**src/pkg/fault_safety_pkg.sv**
```systemverilog
// Constants for the position sensor fault monitor and safety output.
// Assumes a 10 MHz system clock; all counts derive from it.
package fault_safety_pkg;

    // Clock
    localparam int CLK_HZ = 10_000_000;

    // Delay between a frame and its inverted copy
    localparam int INV_SHIFT_US = 10;
    localparam int INV_SHIFT_CYC = (INV_SHIFT_US * (CLK_HZ / 1_000_000) < 1) ? 1 :
                                   INV_SHIFT_US * (CLK_HZ / 1_000_000);
    localparam int SHIFT_W = 8;

    // Over-temperature limit in degrees C
    localparam logic [7:0] TEMP_LIMIT_C = 8'h64;

    // Frame layout: position, velocity, status, counter
    localparam int POS_W = 32;
    localparam int VEL_W = 16;
    localparam int STAT_W = 8;
    localparam int CNT_W = 8;
    localparam int FRAME_W = POS_W + VEL_W + STAT_W + CNT_W;

    // Status byte bits
    localparam int ST_MAGNET = 0;
    localparam int ST_HW = 1;
    localparam int ST_PARAM_CRC = 2;
    localparam int ST_RANGE = 3;
    localparam int ST_TEMP = 4;
    localparam int ST_PROG_CRC = 5;
    localparam int ST_TERMINAL = 6;

    // Message kinds queued for the link
    localparam int KIND_W = 2;
    localparam logic [1:0] KIND_NORMAL = 2'h0;
    localparam logic [1:0] KIND_INVERTED = 2'h1;
    localparam logic [1:0] KIND_EMCY = 2'h2;

    // Transmit queue
    localparam int FIFO_W = FRAME_W + KIND_W;
    localparam int FIFO_DEPTH = 8;

    // Analog output codes (full scale 16 bit)
    localparam int ANA_W = 16;
    localparam logic [15:0] ANA_FAIL_LO = 16'h0000;
    localparam logic [15:0] ANA_FAIL_HI = 16'hFFFF;
    localparam logic [15:0] ANA_VALID_MIN = 16'h1000;
    localparam logic [15:0] ANA_VALID_MAX = 16'hE000;

    // Parameter protection
    localparam int PARAM_W = 16;
    localparam logic [15:0] PARAM_UNLOCK_KEY = 16'hA5C3;
    localparam logic [15:0] PARAM_RESET = 16'h0000;

    // Reset values
    localparam logic [7:0] CNT_RESET = 8'h00;

endpackage : fault_safety_pkg

```
**src/frame_fifo.sv**
```systemverilog
// Synchronous FIFO with valid/ready on both sides.
// Assumes DEPTH is a power of two; one clock, clock enable freezes it.
`timescale 1ns/1ps
module frame_fifo #(
    parameter int WIDTH = 66,
    parameter int DEPTH = 8
) (
    // Clock and reset
    input wire logic clk,
    input wire logic rst_n,
    input wire logic clk_en,
    // Fill side
    input wire logic in_valid,
    output logic in_ready,
    input wire logic [WIDTH-1:0] in_data,
    // Drain side
    output logic out_valid,
    input wire logic out_ready,
    output logic [WIDTH-1:0] out_data
);
    localparam int AW = $clog2(DEPTH);

    logic [WIDTH-1:0] mem [DEPTH];
    logic [AW:0] wr_ptr_reg, wr_ptr_next;
    logic [AW:0] rd_ptr_reg, rd_ptr_next;
    logic do_wr, do_rd;

    assign in_ready = (wr_ptr_reg[AW] == rd_ptr_reg[AW]) ||
                      (wr_ptr_reg[AW-1:0] != rd_ptr_reg[AW-1:0]);
    assign out_valid = (wr_ptr_reg != rd_ptr_reg);
    assign out_data = mem[rd_ptr_reg[AW-1:0]];
    assign do_wr = in_valid && in_ready;
    assign do_rd = out_valid && out_ready;

    always_comb begin
        wr_ptr_next = wr_ptr_reg;
        rd_ptr_next = rd_ptr_reg;
        if (do_wr) begin
            wr_ptr_next = wr_ptr_reg + 1'b1;
        end
        if (do_rd) begin
            rd_ptr_next = rd_ptr_reg + 1'b1;
        end
    end

    always_ff @(posedge clk or negedge rst_n) begin
        if (!rst_n) begin
            wr_ptr_reg <= '0;
            rd_ptr_reg <= '0;
        end else if (clk_en) begin
            wr_ptr_reg <= wr_ptr_next;
            rd_ptr_reg <= rd_ptr_next;
        end
    end

    always_ff @(posedge clk) begin
        if (clk_en && do_wr) begin
            mem[wr_ptr_reg[AW-1:0]] <= in_data;
        end
    end

endmodule : frame_fifo

```
**src/position_fault_safety_output.sv**
```systemverilog
// Fault monitor and safety output of a linear position sensor: analog
// failure bands, or CAN frames with inverted copies and emergencies.
// Assumes all inputs synchronous to clk; the link drains tx_* by ready.
//
// Operation
// - Diagnostics run always; any fault forces the fail-safe output state.
// - Analog faults: magnet, hardware, parameter checksum, range, program checksum.
// - Analog failure shown as high level above or low level below range.
// - Magnet beyond stroke drives the analog output to the low level.
// - Missing magnet drives the analog output to the low level.
// - Frame holds position 4 bytes, velocity 2, status 1, counter 1.
// - Each frame is followed later by a fully bit-inverted copy.
// - Counter advances per frame and per emergency, not per inverted copy, and rides in both copies.
// - Magnet and hardware faults raise an emergency message.
// - Parameter checksum and range faults appear in frame status.
// - Temperature above 100 C appears as fault in frame status.
// - Safety parameter changes need a prior correct unlock key.
// - Recoverable faults clear as soon as the condition goes away.
// - Terminal faults hold the failure output until reset.
`timescale 1ns/1ps
module position_fault_safety_output
    import fault_safety_pkg::*;
(
    // Clock and reset
    input wire logic clk,
    input wire logic rst_n,
    input wire logic clk_en,
    // Variant strap: high selects the CAN link, low the analog output
    input wire logic can_variant,
    // Diagnostic inputs
    input wire logic magnet_missing,
    input wire logic hw_failure,
    input wire logic param_crc_bad,
    input wire logic prog_crc_bad,
    input wire logic out_of_range,
    input wire logic [7:0] temp_c,
    // Measurement
    input wire logic sample_valid,
    input wire logic [fault_safety_pkg::POS_W-1:0] position,
    input wire logic [fault_safety_pkg::VEL_W-1:0] velocity,
    // Safety parameter port
    input wire logic param_key_wr,
    input wire logic [fault_safety_pkg::PARAM_W-1:0] param_key,
    input wire logic param_wr,
    input wire logic [fault_safety_pkg::PARAM_W-1:0] param_data,
    output logic [fault_safety_pkg::PARAM_W-1:0] safety_param,
    output logic param_unlocked,
    output logic param_refused,
    // Analog output
    output logic [fault_safety_pkg::ANA_W-1:0] analog_code,
    // Status
    output logic fail_safe,
    output logic terminal_fault,
    output logic variant_is_can,
    // CAN transmit queue
    output logic tx_valid,
    input wire logic tx_ready,
    output logic [fault_safety_pkg::FRAME_W-1:0] tx_data,
    output logic [fault_safety_pkg::KIND_W-1:0] tx_kind
);
    import fault_safety_pkg::*;

    typedef enum logic [1:0] {
        S_IDLE,
        S_NORM,
        S_SHIFT,
        S_INV
    } tx_state_e;

    // Variant strap capture
    logic started_reg, started_next;
    logic can_reg, can_next;

    // Fault state
    logic terminal_reg, terminal_next;
    logic fail_reg, fail_next;
    logic [STAT_W-1:0] status_now;
    logic overtemp;
    logic fault_analog, fault_can;

    // Analog output
    logic [ANA_W-1:0] ana_reg, ana_next;

    // Transmit sequencer
    tx_state_e state_reg, state_next;
    logic [FRAME_W-1:0] frame_reg, frame_next;
    logic [CNT_W-1:0] cnt_reg, cnt_next;
    logic [SHIFT_W-1:0] shift_reg, shift_next;
    logic emcy_pend_reg, emcy_pend_next;
    logic emcy_src_reg, emcy_src_next;
    logic emcy_event;
    logic q_valid, q_ready;
    logic [FIFO_W-1:0] q_data;
    logic [FIFO_W-1:0] q_out;

    // Parameter protection
    logic [PARAM_W-1:0] param_reg, param_next;
    logic unlock_reg, unlock_next;
    logic refused_reg, refused_next;

    assign overtemp = (temp_c > TEMP_LIMIT_C);

    always_comb begin
        status_now = '0;
        status_now[ST_MAGNET] = magnet_missing;
        status_now[ST_HW] = hw_failure;
        status_now[ST_PARAM_CRC] = param_crc_bad;
        status_now[ST_RANGE] = out_of_range;
        status_now[ST_TEMP] = overtemp;
        status_now[ST_PROG_CRC] = prog_crc_bad;
        status_now[ST_TERMINAL] = terminal_reg;
    end

    // Recoverable faults follow their inputs; terminal ones stay latched
    // Terminal inputs count at once, before the latch has caught them
    assign fault_analog = magnet_missing | param_crc_bad | out_of_range
                          | hw_failure | prog_crc_bad | terminal_reg;
    assign fault_can = fault_analog | overtemp;

    // Strap, terminal latch and fail-safe flag
    always_comb begin
        started_next = 1'b1;
        can_next = can_reg;
        if (!started_reg) begin
            can_next = can_variant;
        end
        terminal_next = terminal_reg | hw_failure | prog_crc_bad;
        fail_next = can_reg ? fault_can : fault_analog;
    end

    always_ff @(posedge clk or negedge rst_n) begin
        if (!rst_n) begin
            started_reg <= 1'b0;
            can_reg <= 1'b0;
            terminal_reg <= 1'b0;
            fail_reg <= 1'b0;
        end else if (clk_en) begin
            started_reg <= started_next;
            can_reg <= can_next;
            terminal_reg <= terminal_next;
            fail_reg <= fail_next;
        end
    end

    // Analog output: low band for magnet and range faults, high band for other faults, else position clamped to valid range
    always_comb begin
        ana_next = ana_reg;
        if (magnet_missing || out_of_range) begin
            ana_next = ANA_FAIL_LO;
        end else if (fault_analog) begin
            ana_next = ANA_FAIL_HI;
        end else if (position[ANA_W-1:0] < ANA_VALID_MIN) begin
            ana_next = ANA_VALID_MIN;
        end else if (position[ANA_W-1:0] > ANA_VALID_MAX) begin
            ana_next = ANA_VALID_MAX;
        end else begin
            ana_next = position[ANA_W-1:0];
        end
    end

    always_ff @(posedge clk or negedge rst_n) begin
        if (!rst_n) begin
            ana_reg <= ANA_FAIL_LO;
        end else if (clk_en) begin
            ana_reg <= ana_next;
        end
    end

    // Emergency on a rising magnet or hardware fault
    assign emcy_event = (magnet_missing | hw_failure) & ~emcy_src_reg & can_reg;

    // Transmit sequencer
    always_comb begin
        state_next = state_reg;
        frame_next = frame_reg;
        cnt_next = cnt_reg;
        shift_next = shift_reg;
        emcy_src_next = magnet_missing | hw_failure;
        emcy_pend_next = emcy_pend_reg;
        q_valid = 1'b0;
        q_data = {KIND_NORMAL, frame_reg};
        unique case (state_reg)
            S_IDLE: begin
                if (emcy_pend_reg) begin
                    q_valid = 1'b1;
                    q_data = {KIND_EMCY, {(FRAME_W-STAT_W-CNT_W){1'b0}}, status_now, cnt_reg};
                    if (q_ready) begin
                        emcy_pend_next = 1'b0;
                        cnt_next = cnt_reg + 1'b1;
                    end
                end else if (sample_valid && can_reg) begin
                    frame_next = {position, velocity, status_now, cnt_reg};
                    state_next = S_NORM;
                end
            end
            S_NORM: begin
                q_valid = 1'b1;
                q_data = {KIND_NORMAL, frame_reg};
                if (q_ready) begin
                    cnt_next = cnt_reg + 1'b1;
                    shift_next = '0;
                    state_next = S_SHIFT;
                end
            end
            S_SHIFT: begin
                shift_next = shift_reg + 1'b1;
                if (shift_reg == SHIFT_W'(INV_SHIFT_CYC - 1)) begin
                    state_next = S_INV;
                end
            end
            S_INV: begin
                q_valid = 1'b1;
                q_data = {KIND_INVERTED, ~frame_reg};
                if (q_ready) begin
                    state_next = S_IDLE;
                end
            end
        endcase
        // A new event outranks the clear of the pending flag
        if (emcy_event) begin
            emcy_pend_next = 1'b1;
        end
    end

    always_ff @(posedge clk or negedge rst_n) begin
        if (!rst_n) begin
            state_reg <= S_IDLE;
            frame_reg <= '0;
            cnt_reg <= CNT_RESET;
            shift_reg <= '0;
            emcy_pend_reg <= 1'b0;
            emcy_src_reg <= 1'b0;
        end else if (clk_en) begin
            state_reg <= state_next;
            frame_reg <= frame_next;
            cnt_reg <= cnt_next;
            shift_reg <= shift_next;
            emcy_pend_reg <= emcy_pend_next;
            emcy_src_reg <= emcy_src_next;
        end
    end

    frame_fifo #(
        .WIDTH(FIFO_W),
        .DEPTH(FIFO_DEPTH)
    ) u_tx_fifo (
        .clk(clk),
        .rst_n(rst_n),
        .clk_en(clk_en),
        .in_valid(q_valid),
        .in_ready(q_ready),
        .in_data(q_data),
        .out_valid(tx_valid),
        .out_ready(tx_ready),
        .out_data(q_out)
    );

    // Parameter write protection: key opens one write
    always_comb begin
        param_next = param_reg;
        unlock_next = unlock_reg;
        refused_next = 1'b0;
        if (param_wr) begin
            if (unlock_reg) begin
                param_next = param_data;
            end else begin
                refused_next = 1'b1;
            end
            unlock_next = 1'b0;
        end else if (param_key_wr) begin
            unlock_next = (param_key == PARAM_UNLOCK_KEY);
        end
    end

    always_ff @(posedge clk or negedge rst_n) begin
        if (!rst_n) begin
            param_reg <= PARAM_RESET;
            unlock_reg <= 1'b0;
            refused_reg <= 1'b0;
        end else if (clk_en) begin
            param_reg <= param_next;
            unlock_reg <= unlock_next;
            refused_reg <= refused_next;
        end
    end

    assign tx_data = q_out[FRAME_W-1:0];
    assign tx_kind = q_out[FIFO_W-1:FRAME_W];
    assign analog_code = ana_reg;
    assign fail_safe = fail_reg;
    assign terminal_fault = terminal_reg;
    assign variant_is_can = can_reg;
    assign safety_param = param_reg;
    assign param_unlocked = unlock_reg;
    assign param_refused = refused_reg;

endmodule : position_fault_safety_output

```
**config.mk**
```make
export PLATFORM = sky130hd
export DESIGN_NAME = position_fault_safety_output
export DESIGN_NICKNAME = d
export VERILOG_FILES = /design/src/pkg/fault_safety_pkg.sv /design/src/frame_fifo.sv /design/src/position_fault_safety_output.sv
export SDC_FILE = /design/constraint.sdc
export NUM_CORES = 1
export LEC_CHECK = 0
export ABC_AREA = 0
export ABC_CLOCK_PERIOD_IN_PS = 8650
export BUFFER_PORTS_ARGS = -buffer_cell sky130_fd_sc_hd__buf_2
export CORE_MARGIN = 1
export CORE_UTILIZATION = 25
export CTS_CLUSTER_DIAMETER = 60
export DETAILED_ROUTE_END_ITERATION = 12
export PLACE_DENSITY_LB_ADDON = 0.08
export SKIP_LAST_GASP = 1
export SYNTH_ARGS = -nofsm -noshare
export SYNTH_HDL_FRONTEND = slang
export SYNTH_SLANG_ARGS = --single-unit
```
**constraint.sdc**
```tcl
create_clock -name clk -period 8.65 [get_ports clk]
set_input_delay 0.865 -clock clk [delete_from_list [all_inputs] [get_ports clk]]
set_output_delay 0.865 -clock clk [all_outputs]
set_load 0.005 [all_outputs]
```
==> run summary <==
routed length per instance: 23.2 um
f_max: 195 MHz
CP endpoint kind: output port
I/O pin cnt: 205
Final Hold Violating Endpoints: 0
Clk pin slew, worst setup/hold paths: 50 ps
Die X: 323 um
main combinational cell family by area after synthesis: multiplexers
Crit Path Max Fanout: 42
initial antenna violation count: 6
DR vias/cell: 4.40
library cells used by synthesis: 57
ANT nets after route: 0
Post-Route Utilization: 30.7%
leading area contributor after synthesis: edfxtp_1
Clock Tree Root: clkbuf_16
largest net degree at the start of global routing: 67
Net Count, Synth: 1437
Syn Area/Cell: 19.4 um2
Num Clock Sinks: 649
commonest cells after routing, fill and taps aside: 520 x edfxtp_1, 203 x buf_2, 146 x mux2_2
layout cells sized above 1: 39.8%
Layout Cells excl Fill: 3017
Area contributors post-synth: edfxtp_1 61%, dfrtp_1 13%, mux4_2 11%, mux2_2 6.4%, o21ai_0 1.4%
synth warn: 0
row count: 117
vias in the first global route: 14600
Yosys reg bits: 649
Max IR drop VDD: 0.229 mV
multiplexer area fraction after synthesis: 17.8%
post-synthesis compound-gate area fraction: 3.52%
crit path time final: 5120 ps
area delta synth->final: 21.4%
clock buffer depth: 3
dpl cells: 2854
detailed-route via count: 13300
IO buf count: 204
P per Cell Area: 382 mW/mm2
RSZ-0062 raised after global routing: false
Post-Synth Adder-Cell Area: 0.437%
Async S/R FF share, synth: 19.9%
share of the synthesized area in the top cell type: 60.6%
maxcap violations: 0
fin crit share: 59.2%
status: complete, no violations
register area share after synthesis: 73.2%
first-pass GRT wire length: 102000 um
Setup Buffers After CTS: 0
clock skew: 24.1 ps
Simple-Gate Fraction of Synth Area: 2.90%
starting density of the core: 25.3%
Worst slew margin: 22.0%
Remaining DRCs: 0
die area: 0.104 mm2
Inserted Clock Buffers: 87
CTS hold repair buffers: 0
DR pass1 iterations: 5
worst-margin pin slew: 1160 ps
core region area: 0.102 mm2
Worst Path Class, Setup: reg2out
commonest non-fill, non-tap cell in the layout: edfxtp_1
arrival time worst endpoint: 4260 ps
Resized Gates After CTS: 0
count of final setup violators: 0
final wirelength: 70000 um
Largest register FFs: 520
EDFF count, synth: 520
CTS tree: built
Synth Instances: 1327
Hold/Removal Path Class: in2async
RePlAce Congestion: 0.697
Leak Pwr: 0.0109 uW
worst path required time: 7790 ps
CP Launch Type: register
GR Util All Layers: 13.6%
total congestion overflow: 0
detailed placement HPWL: 39700 um
initial DRC count: 701
Layout Nets: 1685
worst skew pair latency: 650 ps
top_reg_cell synth: edfxtp_1
Mapped Area: 0.0257 mm2
Slew Viols, Final: 0
Max H-tree Level: 3
setup_tns: 0 ps
post-synthesis xor/xnor area fraction: 0.680%
die height: 323 um
==> worst max-delay path: stages, from the launching register on <==
cell     delay (ps)
dfrtp_4         860
buf_4           770
buf_4           850
mux4_2          600
mux2_2          300
buf_2           140
==> cells in the mapped netlist, drive strengths merged, types with 2 or more instances <==
cell type and n:
xor2 6, xnor2 14, buf 38, inv 5, mux4 130, nor3 6
nand3b 2, nand2 69, nor4b 2, a22oi 14, o211ai 2, nor2b 2
a211oi 3, a32o 2, a221o 9, edfxtp 520, o2bb2ai 11, or2 2
nand4 9, nor2 22, and3 4, mux2 148, o22a 4, ha 9
nand3 13, clkbuf 35, a21oi 13, nor4 8, nand2b 4, and2 2
o21ai 73, dfrtp 129
==> routing by layer <==
metal  track usage, %  share of wire, %
met5                0             0.019
met1             17.9                45
met2             22.3                48
met3             2.84               4.2
met4             4.21               2.7
==> stage by stage <==
step                      power (uW)  area (um2)  worst slack, ps  hold WS [ps]
after floorplan                 7080       25700              478           417
after global placement          8600       28400             3990           448
after detailed placement        8640       28400             3980           452
after CTS                      12300       31200             3260           248
after global routing           12600       31200             3130           266
final                          11900       31300             3530           227
==> layout make-up <==
| cell class | count | area [um2] |
|---|---|---|
| diodes | 2 | 5.00 |
| flip-flops and latches | 649 | 18900 |
| well taps | 1368 | 1710 |
| multi-input cells | 600 | 6590 |
| repair buffers | 232 | 1240 |
| clock inverters | 50 | 505 |
| clock buffers | 111 | 2330 |
| inverters | 5 | 23.8 |
| fillers | 10000 | 70600 |
==> final timing paths <==
check | from | endpoint | slack, ps | cells past startpoint
max in group asynchronous | rst_n | frame_reg[22] | 6870 | 2
setup / recovery | u_tx_fifo.rd_ptr_reg[0] | tx_data[23] | 3530 | 5
hold reg to reg | emcy_src_reg | emcy_pend_reg | 460 | 1
min in group clk | position[30] | frame_reg[62] | 450 | 2
hold / removal | rst_n | safety_param[1] | 230 | 1
setup reg to reg | u_tx_fifo.rd_ptr_reg[0] | u_tx_fifo.mem[2][25] | 4580 | 6
==> power by group <==
| part | total [uW] | leakage (uW) | switching [uW] | internal, uW |
|---|---|---|---|---|
| registers | 4930 | 0.00642 | 371 | 4560 |
| logic | 3480 | 0.00315 | 2110 | 1370 |
| clock network | 3540 | 0.00137 | 1410 | 2130 |
| total | 11900 | 0.0109 | 3890 | 8060 |
==> cell families after synthesis <==
family,after synthesis
mux,278
simple gates,152
xor+xnor,20
buf+inv,78
fa+ha+maj,9
compound gates,141
flops,649
Note: power is estimated with default switching activity, not from simulation.
